### src/common/wwc_pkg.sv
// Shared constants, types and helpers of the windowed watchdog control block.
package wwc_pkg;

   // Clock and tick rates, in hertz.
   localparam int CLK_HZ = 10_000_000;
   localparam int LF_HZ = 31_000;
   localparam int MF_HZ = 31_250;
   // A tick period is a longest-time figure, so the division rounds down.
   localparam int LF_DIV = CLK_HZ / LF_HZ;
   localparam int MF_DIV = CLK_HZ / MF_HZ;
   localparam int DIV_W = 16;

   // Register byte addresses on the Avalon-MM slave.
   localparam int AW = 5;
   localparam logic [4:0] A_CTRL0 = 5'h00;
   localparam logic [4:0] A_CTRL1 = 5'h04;
   localparam logic [4:0] A_PSL = 5'h08;
   localparam logic [4:0] A_PSH = 5'h0C;
   localparam logic [4:0] A_TMR = 5'h10;
   localparam logic [4:0] A_ISTAT = 5'h14;
   localparam logic [4:0] A_IMASK = 5'h18;
   localparam logic [4:0] A_FLAG = 5'h1C;

   // Field positions.
   localparam int C0_SW_BIT = 0;
   localparam int C0_SCALE_LSB = 1;
   localparam int C1_WIN_LSB = 0;
   localparam int C1_SRC_LSB = 4;
   localparam int TMR_PS_LSB = 0;
   localparam int TMR_STATE_BIT = 2;
   localparam int TMR_CNT_LSB = 3;
   localparam int FLAG_BIT = 0;

   // Counter geometry: 18-bit prescaler below a 5-bit period counter.
   localparam int PS_W = 18;
   localparam int TMR_W = 5;
   localparam int TMR_VIS_W = 4;
   localparam int CNT_W = PS_W + TMR_W;
   localparam logic [4:0] BASE_EXP = 5'h05;
   localparam logic [4:0] WIN_EXP = 5'h02;

   // Field codes and reset values.
   localparam logic [4:0] SCALE_RST = 5'h0B;
   localparam logic [4:0] SCALE_OPEN = 5'h1F;
   localparam logic [4:0] SCALE_MAX = 5'h12;
   localparam logic [4:0] SCALE_MIN = 5'h00;
   localparam logic [2:0] SRC_OPEN = 3'h7;
   localparam logic [2:0] SRC_RST = 3'h0;
   localparam logic [2:0] SRC_MF = 3'h1;
   localparam logic [2:0] WIN_OPEN = 3'h7;
   localparam logic [1:0] MODE_OFF = 2'h0;
   localparam logic [1:0] MODE_SW = 2'h1;
   localparam logic [1:0] MODE_NOSLP = 2'h2;
   localparam logic [1:0] MODE_ON = 2'h3;

   // Event bits of the interrupt status and mask registers.
   localparam int EV_W = 3;
   localparam int EV_TO = 0;
   localparam int EV_WV = 1;
   localparam int EV_WAKE = 2;

   typedef enum logic [1:0] {
      ST_INIT = 2'b00,
      ST_OFF = 2'b01,
      ST_RUN = 2'b11
   } wwc_state_t;

   typedef struct packed {
      logic read;
      logic write;
      logic [AW-1:0] addr;
      logic [3:0] be;
      logic [31:0] wdata;
   } wwc_avs_t;

   typedef struct packed {
      wwc_state_t st;
      logic [4:0] scale;
      logic sw_on;
      logic [2:0] src;
      logic [2:0] win;
      logic [CNT_W-1:0] cnt;
      logic armed;
      logic [EV_W-1:0] ist;
      logic [EV_W-1:0] imask;
      logic wv_n;
      logic slp;
      logic ack;
      logic [31:0] rdata;
      logic rst;
      logic wake;
   } wwc_regs_t;

   typedef struct packed {
      logic [DIV_W-1:0] cnt;
      logic tick;
   } wwc_tick_t;

   // Reserved scale codes fall back to the shortest interval.
   function automatic logic [4:0] wwc_eff(input logic [4:0] sel);
      return (sel > SCALE_MAX) ? SCALE_MIN : sel;
   endfunction

   // Last count of a period of 2^(5+sel) ticks.
   function automatic logic [CNT_W-1:0] wwc_lim(input logic [4:0] sel);
      logic [CNT_W:0] one;
      one = (CNT_W+1)'(1);
      return CNT_W'((one << (wwc_eff(sel) + BASE_EXP)) - one);
   endfunction

   // Closed part of the period: (7 - win) eighths of it.
   function automatic logic [CNT_W-1:0] wwc_delay(input logic [4:0] sel,
                                                  input logic [2:0] win);
      logic [CNT_W-1:0] steps;
      steps = CNT_W'(WIN_OPEN - win);
      return steps << (wwc_eff(sel) + WIN_EXP);
   endfunction

endpackage

### src/core/wwc_tick_gen.sv
// Watchdog tick generator: one-cycle tick at the selected low rate.
`timescale 1ns/100ps
module wwc_tick_gen #(
   parameter int LF_DIV = wwc_pkg::LF_DIV,
   parameter int MF_DIV = wwc_pkg::MF_DIV
) (
   input wire logic i_clk,
   input wire logic i_nrst,
   input wire logic i_sel_mf,
   output logic o_tick
);
   wwc_pkg::wwc_tick_t q;
   wwc_pkg::wwc_tick_t d;
   logic [wwc_pkg::DIV_W-1:0] last;

   // The slow source is the default; nominal intervals assume it.
   assign last = i_sel_mf ? wwc_pkg::DIV_W'(MF_DIV - 1) : wwc_pkg::DIV_W'(LF_DIV - 1);

   always_comb begin
      d = q;
      d.tick = 1'b0;
      if (q.cnt >= last) begin
         d.cnt = '0;
         d.tick = 1'b1;
      end else begin
         d.cnt = q.cnt + wwc_pkg::DIV_W'(1);
      end
   end

   always_ff @(posedge i_clk or negedge i_nrst) begin
      if (!i_nrst) begin
         q <= '0;
      end else begin
         q <= d;
      end
   end

   assign o_tick = q.tick;
endmodule

### src/core/wwc_top.sv
// Windowed watchdog control and status logic with an Avalon-MM register slave.
// What this block does
// - Scale select picks prescale 1:32 at code 0, doubling up to 1:8388608.
// - Scale codes 10011 to 11111 behave as the shortest 1:32 interval.
// - Scale resets to 01011 if config scale is 11111, else to config scale.
// - Scale is writable only when config scale is 11111.
// - In software mode the on bit starts or stops the watchdog; else ignored.
// - Tick source 000 is the 31 kHz tick, 001 the 31.25 kHz tick.
// - Tick source resets to 000 if config is 111, else to config, and is writable only when config is 111.
// - Window size 111 is fully open; lower codes close more eighths.
// - Window resets to config window and is writable only if that is 111.
// - The 18-bit prescale count reads back over three registers, reset zero.
// - The low four bits of the 5-bit period count read in timer register bits 6 to 3, reset zero.
// - Timer register bit 2 shows whether the watchdog is armed.
// - Unimplemented bits of the three registers read as zero.
// - Nominal intervals assume the 31 kHz tick and are approximate.
// - In windowed mode a clear without a prior arming read is a violation.
// - Any write to either control register clears the watchdog counters.
// - A clear in the closed window resets the chip and clears the flag.
// - A timeout during sleep wakes the device instead of resetting it.
`timescale 1ns/100ps
module wwc_top #(
   parameter int LF_DIV = wwc_pkg::LF_DIV,
   parameter int MF_DIV = wwc_pkg::MF_DIV
) (
   input wire logic I_MCLK,
   input wire logic I_NRST,
   input wire logic [wwc_pkg::AW-1:0] I_AVS_ADDRESS,
   input wire logic I_AVS_READ,
   input wire logic I_AVS_WRITE,
   input wire logic [3:0] I_AVS_BYTEENABLE,
   input wire logic [31:0] I_AVS_WRITEDATA,
   output logic [31:0] O_AVS_READDATA,
   output logic O_AVS_WAITREQUEST,
   input wire logic [4:0] I_CFG_TIMEOUT_SCALE,
   input wire logic [2:0] I_CFG_TICK_SOURCE,
   input wire logic [2:0] I_CFG_WINDOW_SIZE,
   input wire logic [1:0] I_WATCHDOG_MODE_CFG,
   input wire logic I_CLEAR_WATCHDOG_INSTR,
   input wire logic I_SLEEP,
   output logic O_WDT_RESET,
   output logic O_WAKE,
   output logic O_WINDOW_VIOLATION_FLAG_N,
   output logic O_IRQ
);
   wwc_pkg::wwc_regs_t q;
   wwc_pkg::wwc_regs_t d;
   wwc_pkg::wwc_avs_t avs;
   logic tick;
   logic en;
   logic req;
   logic take_rd;
   logic take_wr;
   logic lo_we;
   logic [wwc_pkg::CNT_W-1:0] lim;
   logic [wwc_pkg::CNT_W-1:0] dly;
   logic windowed;
   logic is_open;
   logic [31:0] rdv;
   logic [wwc_pkg::EV_W-1:0] ev;
   logic [wwc_pkg::EV_W-1:0] w1c;
   logic cfg_scale_open;
   logic cfg_src_open;
   logic cfg_win_open;
   logic [4:0] scale_rst;

   assign avs = '{read: I_AVS_READ, write: I_AVS_WRITE, addr: I_AVS_ADDRESS,
                  be: I_AVS_BYTEENABLE, wdata: I_AVS_WRITEDATA};

   // Every access waits one cycle, so read data come from a register.
   assign req = avs.read | avs.write;
   assign take_rd = avs.read & q.ack;
   assign take_wr = avs.write & q.ack;
   assign lo_we = take_wr & avs.be[0];
   assign O_AVS_WAITREQUEST = req & ~q.ack;

   assign cfg_scale_open = (I_CFG_TIMEOUT_SCALE == wwc_pkg::SCALE_OPEN);
   assign cfg_src_open = (I_CFG_TICK_SOURCE == wwc_pkg::SRC_OPEN);
   assign cfg_win_open = (I_CFG_WINDOW_SIZE == wwc_pkg::WIN_OPEN);
   assign scale_rst = cfg_scale_open ? wwc_pkg::SCALE_RST : I_CFG_TIMEOUT_SCALE;

   assign lim = wwc_pkg::wwc_lim(q.scale);
   assign dly = wwc_pkg::wwc_delay(q.scale, q.win);
   assign windowed = (q.win != wwc_pkg::WIN_OPEN);
   assign is_open = (q.cnt >= dly);

   wwc_tick_gen #(
      .LF_DIV(LF_DIV),
      .MF_DIV(MF_DIV)
   ) u_tick (
      .i_clk(I_MCLK),
      .i_nrst(I_NRST),
      .i_sel_mf(q.src == wwc_pkg::SRC_MF),
      .o_tick(tick)
   );

   // Operating mode decode; the software bit matters in one mode only.
   always_comb begin
      case (I_WATCHDOG_MODE_CFG)
         wwc_pkg::MODE_ON: en = 1'b1;
         wwc_pkg::MODE_NOSLP: en = ~I_SLEEP;
         wwc_pkg::MODE_SW: en = q.sw_on;
         default: en = 1'b0;
      endcase
   end

   // Read mux; undriven bits read as zero and unmapped addresses read zero.
   always_comb begin
      rdv = '0;
      case (avs.addr)
         wwc_pkg::A_CTRL0: begin
            rdv[wwc_pkg::C0_SW_BIT] = q.sw_on;
            rdv[wwc_pkg::C0_SCALE_LSB +: 5] = q.scale;
         end
         wwc_pkg::A_CTRL1: begin
            rdv[wwc_pkg::C1_WIN_LSB +: 3] = q.win;
            rdv[wwc_pkg::C1_SRC_LSB +: 3] = q.src;
         end
         wwc_pkg::A_PSL: rdv[7:0] = q.cnt[7:0];
         wwc_pkg::A_PSH: rdv[7:0] = q.cnt[15:8];
         wwc_pkg::A_TMR: begin
            rdv[wwc_pkg::TMR_PS_LSB +: 2] = q.cnt[17:16];
            rdv[wwc_pkg::TMR_STATE_BIT] = q.armed;
            rdv[wwc_pkg::TMR_CNT_LSB +: wwc_pkg::TMR_VIS_W] =
               q.cnt[wwc_pkg::PS_W +: wwc_pkg::TMR_VIS_W];
         end
         wwc_pkg::A_ISTAT: rdv[wwc_pkg::EV_W-1:0] = q.ist;
         wwc_pkg::A_IMASK: rdv[wwc_pkg::EV_W-1:0] = q.imask;
         wwc_pkg::A_FLAG: rdv[wwc_pkg::FLAG_BIT] = q.wv_n;
         default: rdv = '0;
      endcase
   end

   always_comb begin
      d = q;
      d.rst = 1'b0;
      d.wake = 1'b0;
      d.slp = I_SLEEP;
      d.ack = req & ~q.ack;
      ev = '0;
      w1c = '0;
      if (avs.read & ~q.ack) begin
         d.rdata = rdv;
      end

      case (q.st)
         wwc_pkg::ST_INIT: begin
            // Configuration fields are caught on the first edge after reset.
            d.scale = scale_rst;
            d.src = cfg_src_open ? wwc_pkg::SRC_RST : I_CFG_TICK_SOURCE;
            d.win = I_CFG_WINDOW_SIZE;
            d.st = wwc_pkg::ST_OFF;
         end
         wwc_pkg::ST_OFF: begin
            if (en) begin
               d.st = wwc_pkg::ST_RUN;
            end
         end
         wwc_pkg::ST_RUN: begin
            if (!en) begin
               d.st = wwc_pkg::ST_OFF;
            end
         end
         default: d.st = wwc_pkg::ST_INIT;
      endcase

      if (q.st == wwc_pkg::ST_RUN) begin
         if (tick) begin
            if (q.cnt == lim) begin
               d.cnt = '0;
               if (q.slp) begin
                  d.wake = 1'b1;
                  ev[wwc_pkg::EV_WAKE] = 1'b1;
               end else begin
                  d.rst = 1'b1;
                  ev[wwc_pkg::EV_TO] = 1'b1;
               end
            end else begin
               d.cnt = q.cnt + wwc_pkg::CNT_W'(1);
            end
         end
         if (I_CLEAR_WATCHDOG_INSTR) begin
            if (!windowed || (q.armed && is_open)) begin
               d.cnt = '0;
            end else begin
               // Unarmed or early clear: resets like a timeout, and also drives the flag low and raises the violation event.
               d.cnt = '0;
               d.rst = 1'b1;
               d.wv_n = 1'b0;
               ev[wwc_pkg::EV_WV] = 1'b1;
            end
            d.armed = 1'b0;
         end
      end else begin
         d.cnt = '0;
         d.armed = 1'b0;
      end

      // Entering or leaving sleep restarts the count.
      if (q.slp != I_SLEEP) begin
         d.cnt = '0;
      end

      if (take_rd && avs.addr == wwc_pkg::A_CTRL0 && q.st == wwc_pkg::ST_RUN) begin
         d.armed = 1'b1;
      end

      if (take_wr && (avs.addr == wwc_pkg::A_CTRL0 || avs.addr == wwc_pkg::A_CTRL1)) begin
         d.cnt = '0;
         d.armed = 1'b0;
      end

      if (lo_we && q.st != wwc_pkg::ST_INIT) begin
         case (avs.addr)
            wwc_pkg::A_CTRL0: begin
               d.sw_on = avs.wdata[wwc_pkg::C0_SW_BIT];
               if (cfg_scale_open) begin
                  d.scale = avs.wdata[wwc_pkg::C0_SCALE_LSB +: 5];
               end
            end
            wwc_pkg::A_CTRL1: begin
               if (cfg_src_open) begin
                  d.src = avs.wdata[wwc_pkg::C1_SRC_LSB +: 3];
               end
               if (cfg_win_open) begin
                  d.win = avs.wdata[wwc_pkg::C1_WIN_LSB +: 3];
               end
            end
            wwc_pkg::A_ISTAT: w1c = avs.wdata[wwc_pkg::EV_W-1:0];
            wwc_pkg::A_IMASK: d.imask = avs.wdata[wwc_pkg::EV_W-1:0];
            wwc_pkg::A_FLAG: begin
               if (avs.wdata[wwc_pkg::FLAG_BIT] && !ev[wwc_pkg::EV_WV]) begin
                  d.wv_n = 1'b1;
               end
            end
            default: d.imask = q.imask;
         endcase
      end

      // A new event in the clearing cycle keeps its bit set.
      d.ist = (q.ist & ~w1c) | ev;
   end

   always_ff @(posedge I_MCLK or negedge I_NRST) begin
      if (!I_NRST) begin
         q <= '0;
         q.st <= wwc_pkg::ST_INIT;
         q.wv_n <= 1'b1;
      end else begin
         q <= d;
      end
   end

   assign O_AVS_READDATA = q.rdata;
   assign O_WDT_RESET = q.rst;
   assign O_WAKE = q.wake;
   assign O_WINDOW_VIOLATION_FLAG_N = q.wv_n;
   assign O_IRQ = |(q.ist & q.imask);
endmodule

### config.mk
export PLATFORM = sky130hd
export DESIGN_NAME = wwc_top
export DESIGN_NICKNAME = d
export VERILOG_FILES = /design/src/common/wwc_pkg.sv /design/src/core/wwc_tick_gen.sv /design/src/core/wwc_top.sv
export SDC_FILE = /design/constraint.sdc
export NUM_CORES = 1
export LEC_CHECK = 0
export ABC_AREA = 1
export BUFFER_PORTS_ARGS = -buffer_cell sky130_fd_sc_hd__clkbuf_2
export CORE_ASPECT_RATIO = 0.7
export CORE_MARGIN = 2
export CORE_UTILIZATION = 45
export CTS_CLUSTER_SIZE = 20
export DETAILED_ROUTE_END_ITERATION = 10
export HOLD_SLACK_MARGIN = 0.15
export PLACE_DENSITY = 0.66
export SYNTH_ARGS = -nofsm -noshare
export SYNTH_HDL_FRONTEND = slang
export SYNTH_SLANG_ARGS = --single-unit
### constraint.sdc
create_clock -name I_MCLK -period 8.8 [get_ports I_MCLK]
set_input_delay 0 -clock I_MCLK [delete_from_list [all_inputs] [get_ports I_MCLK]]
set_output_delay 0 -clock I_MCLK [all_outputs]
set_load 0.01 [all_outputs]
==> Yosys cells after proc, flatten, opt, wreduce, memory -nomap -nowiden <==
Index checks and enable logic that the tools add are counted.
{ "totals": {"out_inout_bits": 37, "memories": 0, "ff_bits": 74, "ramBits": 0, "rom_bits": 0, "latchBits": 0} }
{ "op_classes": {"n_reduce_logical": 17, "bitwise": 12, "muxes": 53, "eq_ne": 23, "n_addsub": 6, "order_cmp": 3, "n_div": 0, "multipliers": 0, "shifts": 2} }
{ "ops": {"columns": ["cell", "count"], "rows": [
  ["2-to-1 mux 24 bit", 3],
  ["2-to-1 mux 23 bit", 3],
  ["== test 5 bit (second input constant)", 5],
  ["adder 23 x 1 -> 23 bit (second input constant)", 1],
  ["== test 23 bit", 1],
  ["greater-or-equal comparator 23 bit", 1],
  ["left shift 1 x 5 -> 23 bit (first input constant)", 1],
  ["left shift 23 x 5 -> 23 bit", 1],
  ["subtractor 23 x 1 -> 23 bit (second input constant)", 1],
  ["2-to-1 mux 5 bit", 4],
  ["2-to-1 mux 1 bit", 18],
  ["2-to-1 mux 3 bit", 6],
  ["2-to-1 mux 6 bit", 3],
  ["adder 16 x 1 -> 16 bit (second input constant)", 1],
  ["greater-or-equal comparator 16 bit", 1],
  ["2-to-1 mux 16 bit", 1],
  ["case mux 2 bit (7 select lines)", 1],
  ["2-to-1 mux 12 bit", 1],
  ["== test 5 x 4 -> 1 bit (second input constant)", 2],
  ["2-to-1 mux 2 bit", 5],
  ["case mux 2 bit (5 select lines)", 1],
  ["case mux 1 bit (4 select lines)", 2],
  ["case mux 1 bit (8 select lines)", 1],
  ["2-to-1 mux 7 bit", 1],
  ["other kinds (31)", 51]
]} }

==> Longest topological paths before layout <==
{ "logic_depth": {"ltp_word": 15, "depth_mapped": 26, "depth_no_buf": 24} }

==> Hierarchy <==
From an unflattened synthesis, not the netlist that was laid out.
{ "hier_totals": {"cells_unflattened": 903, "area_unflattened_um2": 6368.6} }
{ "modules_own_cells": {"columns": ["mod", "seq_area_each_um2", "area_per_inst_um2", "cells_each", "n_inst"], "rows": [
  ["wwc_top", 1427.6, 5566.6, 825, 1],
  ["wwc_tick_gen", 425.4, 802.0, 78, 1]
]} }

==> Least setup slack after synthesis <==
No wires, ideal clock.
{ "synth_path": {"kind": "register to register", "start": "reg q[76] in the netlist's numbering", "end": "reg q[49] in the netlist's numbering", "path_slack_ps": 5403, "setup_time_ps": 123, "required_ps": 8677, "period_less_slack_ps": 3397, "stages_incl_launch_ff": 26, "t_arrival_ps": 3275, "path_cell_list": "dfrtp_1 nor2_2 nand2_1 nand2_2 nand2_1 inv_1 ha_1 nand3_2 nand3_1 buf_2 ha_1 buf_2 inv_1 nor2_1 nand3_2 nor2_4 nand2_1 nand2_1 nand2_1 nor2_1 nand2_2 nor2_4 nand2_2 nand2_4 buf_8 o21ai_1"} }
{ "synth_between": {"elab_chain_len": 12} }
{ "synth_lines": {"columns": ["item", "line_no", "text"], "rows": [
  ["start, declared", "wwc_top.sv:46", "wwc_pkg::wwc_regs_t q;"],
  ["greater-than comparator 5 bit", "wwc_pkg.sv:101", "return (sel > SCALE_MAX) ? SCALE_MIN : sel;"],
  ["2-to-1 mux 5 bit *", "wwc_pkg.sv:101", null],
  ["adder 5 x 3 -> 5 bit *", "wwc_pkg.sv:108", "return CNT_W'((one << (wwc_eff(sel) + BASE_EXP)) - one);"],
  ["left shift 1 x 5 -> 23 bit *", "wwc_pkg.sv:108", null],
  ["subtractor 23 x 1 -> 23 bit *", "wwc_pkg.sv:108", null],
  ["== test 23 bit *", "wwc_top.sv:169", "if (q.cnt == lim) begin"],
  ["2-to-1 mux 23 bit *", "wwc_top.sv:169", null],
  ["2-to-1 mux 23 bit *", "wwc_top.sv:168", "if (tick) begin"],
  ["2-to-1 mux 24 bit *", "wwc_top.sv:182", "if (I_CLEAR_WATCHDOG_INSTR) begin"],
  ["2-to-1 mux 24 bit *", "wwc_top.sv:167", "if (q.st == wwc_pkg::ST_RUN) begin"],
  ["2-to-1 mux 23 bit *", "wwc_top.sv:200", "if (q.slp != I_SLEEP) begin"],
  ["2-to-1 mux 24 bit *", "wwc_top.sv:208", "if (take_wr && (avs.addr == wwc_pkg::A_CTRL0 || avs.addr == wwc_pkg::A_CTRL1)) begin"]
]} }
Every way passes the cells marked *; elsewhere a longest branch is shown, timed or not. The select of a mux whose other input is x is not followed.
A chain may end at the register's enable or synchronous reset.

==> Final worst setup path <==
{ "layout_path": {"start": "reg q[77] in the netlist's numbering", "end": "reg q[47] in the netlist's numbering"} }
Same word-level chain as after synthesis.

==> reports/metrics.yaml <==
outcome:
  status: "completed"
sta:
  post-route-period-util_pct: 51.6
  setup_viol: 0
  rsz0062_at_grt: "false"
  worstMarginPinSlew_ns: 1.03
  finalWorstPathRequiredPeriod_ns: 4.54
  maxSlewViolCount: 0
  slew_headroom_pct: 31.0
  hold_viol: 0
  fmax_mhz: 220
  skew_ns: 0.00635
  setup_tns_ns: 0
synth:
  synth_area_um2: 6330
  synth_most_common_cell: "nand2_1"
  ys_async_sr_fraction_pct: 100
  ys_types: 49
  ys_warn_count: 0
  synthTopCellsByArea: "dfrtp_1 (29%), nand2_1 (14%), inv_1 (6.9%), ha_1 (6.7%), nor2_1 (5.8%)"
  synth_top_area_share_pct: 28.9
  synth-seq-area-share_pct: 29.3
  synth_common_cells: "nand2_1 (231), inv_1 (117), nor2_1 (98)"
  synth_edf_count: 0
  yosys.area.top_type: "dfrtp_1"
  avgSynthCellArea_um2: 6.89
  synth_cells: 918
  ys_seq_elements: 74
  synth_ff_type: "dfrtp_1"
detailed_routing:
  num_vias: 6283
  detail_route.wl_per_cell_um: 16.0
  dr.first_iter.drc_count: 598
  drt_pre_antenna_iters: 7
  drtAntennaViolNets: 0
  via_per_inst: 5.26
  wl_um: 19100
  drc: 0
pwr:
  combPwrFrac_pct: 30.6
  power_frac_seq_pct: 34.5
  peakVddDrop_mv: 0.0926
  p_clk_share_pct: 34.9
  switching_share_pct: 36.7
  p_sw_uw: 400
  p_per_area_nw_per_um2: 150
  leakage_uw: 0.00352
  internal-power_uw: 690
setup_path:
  r2r-end: "q[47]"
  r2r_cells: 22
  critPathLaunchType: "flop"
  crit_fanout: 22
  crit_type: "flop to flop"
  worstPathArrival_ns: 4.75
  ff2ff_setup_slack_ns: 4.26
  required_ns: 9.01
  end_kind: "flop"
  reg2reg_from: "q[77]"
clocking:
  insertion_delay_ns: 0.34
  clk_path_buf_depth: 2
  cts.htree.levels: 3
  numCtsBuffers: 9
  clock-sinks: 74
  root_buffer: "clkbuf_16"
  clkTransAtPathRegs_ns: 0.06
  cts_hold_buf: 40
  post_cts_resized: 0
  post-cts-setup-buffers: 0
  cts_tree: "built"
layout:
  fin_nets: 1093
  multi_input_area_um2: 3800
  diodes: 0
  drive_gt1_share_pct: 11.5
  fin_area_um2: 7280
  area_delta_synth_final_pct: 15.1
  regArea_um2: 1850
  utilization_pct: 52.7
  fillers: 1397
global_route:
  grt_usage_pct: 26.1
  grt_max_degree: 75
  overflow: 0
  grt_first_pass_wirelength_um: 30600
  first_global_vias: 5678
  antenna_found_initial: 0
floorplanning:
  dieArea_um2: 15000
  initial_core_util_pct: 45.8
  ios: 97
  die_h_um: 103
  die_width_um: 146
  rows: 36
  core-area_um2: 13800
placement:
  placed_area_um2: 6590
  dpl.hpwl_um: 14300
  place.gp.congestion: 0.932
  port_buffers: 44
worst_hold_path:
  worstHoldPathCells: 6
  hold_path.class: "input port to flop"
  min_from: "I_CFG_TIMEOUT_SCALE[2]"
  hold-path-endpoint: "q[78]"
run:
  max-cap-violations: 0
layout by cell type (no fill, tap or decap), types with 5 or more instances in the layout:
| cell type | Yosys | final |
|---|---|---|
| a21oi_1 | 25 | 25 |
| a221oi_1 | 5 | 5 |
| clkbuf_16 | 0 | 9 |
| clkbuf_2 | 0 | 43 |
| conb_1 | 2 | 32 |
| dfrtp_1 | 73 | 73 |
| dlygate4sd3_1 | 0 | 40 |
| ha_1 | 34 | 34 |
| inv_1 | 117 | 117 |
| inv_2 | 6 | 6 |
| nand2_1 | 231 | 231 |
| nand2_2 | 10 | 10 |
| nand3_1 | 45 | 45 |
| nand3_2 | 5 | 5 |
| nand4_1 | 31 | 31 |
| nor2_1 | 98 | 98 |
| nor2_2 | 6 | 6 |
| nor3_1 | 20 | 20 |
| nor4_1 | 6 | 6 |
| o21ai_0 | 48 | 48 |
| o21ai_1 | 5 | 5 |
| o21ai_2 | 17 | 17 |
| o22ai_1 | 15 | 15 |
| xor2_1 | 30 | 30 |
layout make-up:
type / count / area share (%)
Timing Repair Buffer: 85 / 8.66
Clock buffer: 10 / 3.14
Clock inverter: 6 / 0.911
Tap cell: 190 / 3.27
Inverter: 124 / 6.39
Sequential cell: 74 / 25.5
Multi-Input combinational cell: 705 / 52.2
sequential cells by signal, summed over array words and instances, names as in the netlist:
name                       count
O_WDT_RESET                    1
O_WINDOW_VIOLATION_FLAG_N      1
O_AVS_READDATA                 8
u_tick.o_tick                  1
q                             46
u_tick.q                      16
O_WAKE                         1
logic make-up (layout without fill, tap and decap cells):
logic type                 Yosys count  after routing  synth area share, %
adders and majority gates           34             34                 6.72
AOI/OAI and AO/OA                  138            138                 13.5
xor gates and xnor gates            33             33                 4.57
other                                2             32                0.119
buffers and inverters              169            225                 12.5
DFF                                 74             74                 29.3
and+or+nand+nor                    468            468                 33.3
how the worst max path moves through the flow:
stage | slack (ns) | start | depth (start not counted) | endpoint
global placement | 4.35 | q[77] | 22 | q[47]
CTS | 4.32 | q[77] | 22 | q[47]
detailed placement | 4.34 | q[77] | 22 | q[47]
floorplan | 5.40 | q[76] | 25 | q[49]
finish | 4.26 | q[77] | 22 | q[47]
global route | 3.92 | q[77] | 22 | q[47]
critical path, cell delays in order (launching register included):
cell	delay, ns
dfrtp_1	0.48
nor2_2	0.18
nand2_1	0.08
nand2_2	0.14
nand2_1	0.20
inv_1	0.15
ha_1	0.19
nand3_2	0.16
nand3_1	0.46
ha_1	0.44
inv_1	0.13
nor2_1	0.20
nand3_2	0.15
nor2_4	0.20
nand2_1	0.07
nand2_1	0.11
nand2_1	0.07
nor2_1	0.14
nand2_1	0.08
nor2_2	0.18
nand2_2	0.13
nand2_4	0.32
o21ai_0	0.13
stage by stage:
step / setup WS, ns / total power (µW) / std cells / hold WS, ns
after floorplan: 5.40 / 614 / 948 / -0.296
after global placement: 4.35 / 684 / 1138 / 0.158
after detailed placement: 4.34 / 686 / 1138 / 0.161
after CTS: 4.32 / 1080 / 1194 / 0.184
after global routing: 3.92 / 1140 / 1194 / 0.238
final: 4.26 / 1090 / 1194 / 0.204
power groups by stage:
stage               sequential [µW]  clock [µW]  combinational, µW
finish                          376         381                334
global route                    377         393                373
CTS                             374         383                324
detailed placement              381           0                305
global placement                381           0                303
floorplan                       375           0                240
metal layers:
layer | up-vias | track usage [%] | wire length (µm)
li1 | 3120 | - | -
met1 | 2858 | 38.7 | 9230
met2 | 281 | 38.9 | 7720
met3 | 24 | 6.05 | 1890
met4 | 0 | 6.03 | 265
met5 | - | 0 | 0
Note: power is estimated with default switching activity, not from simulation.
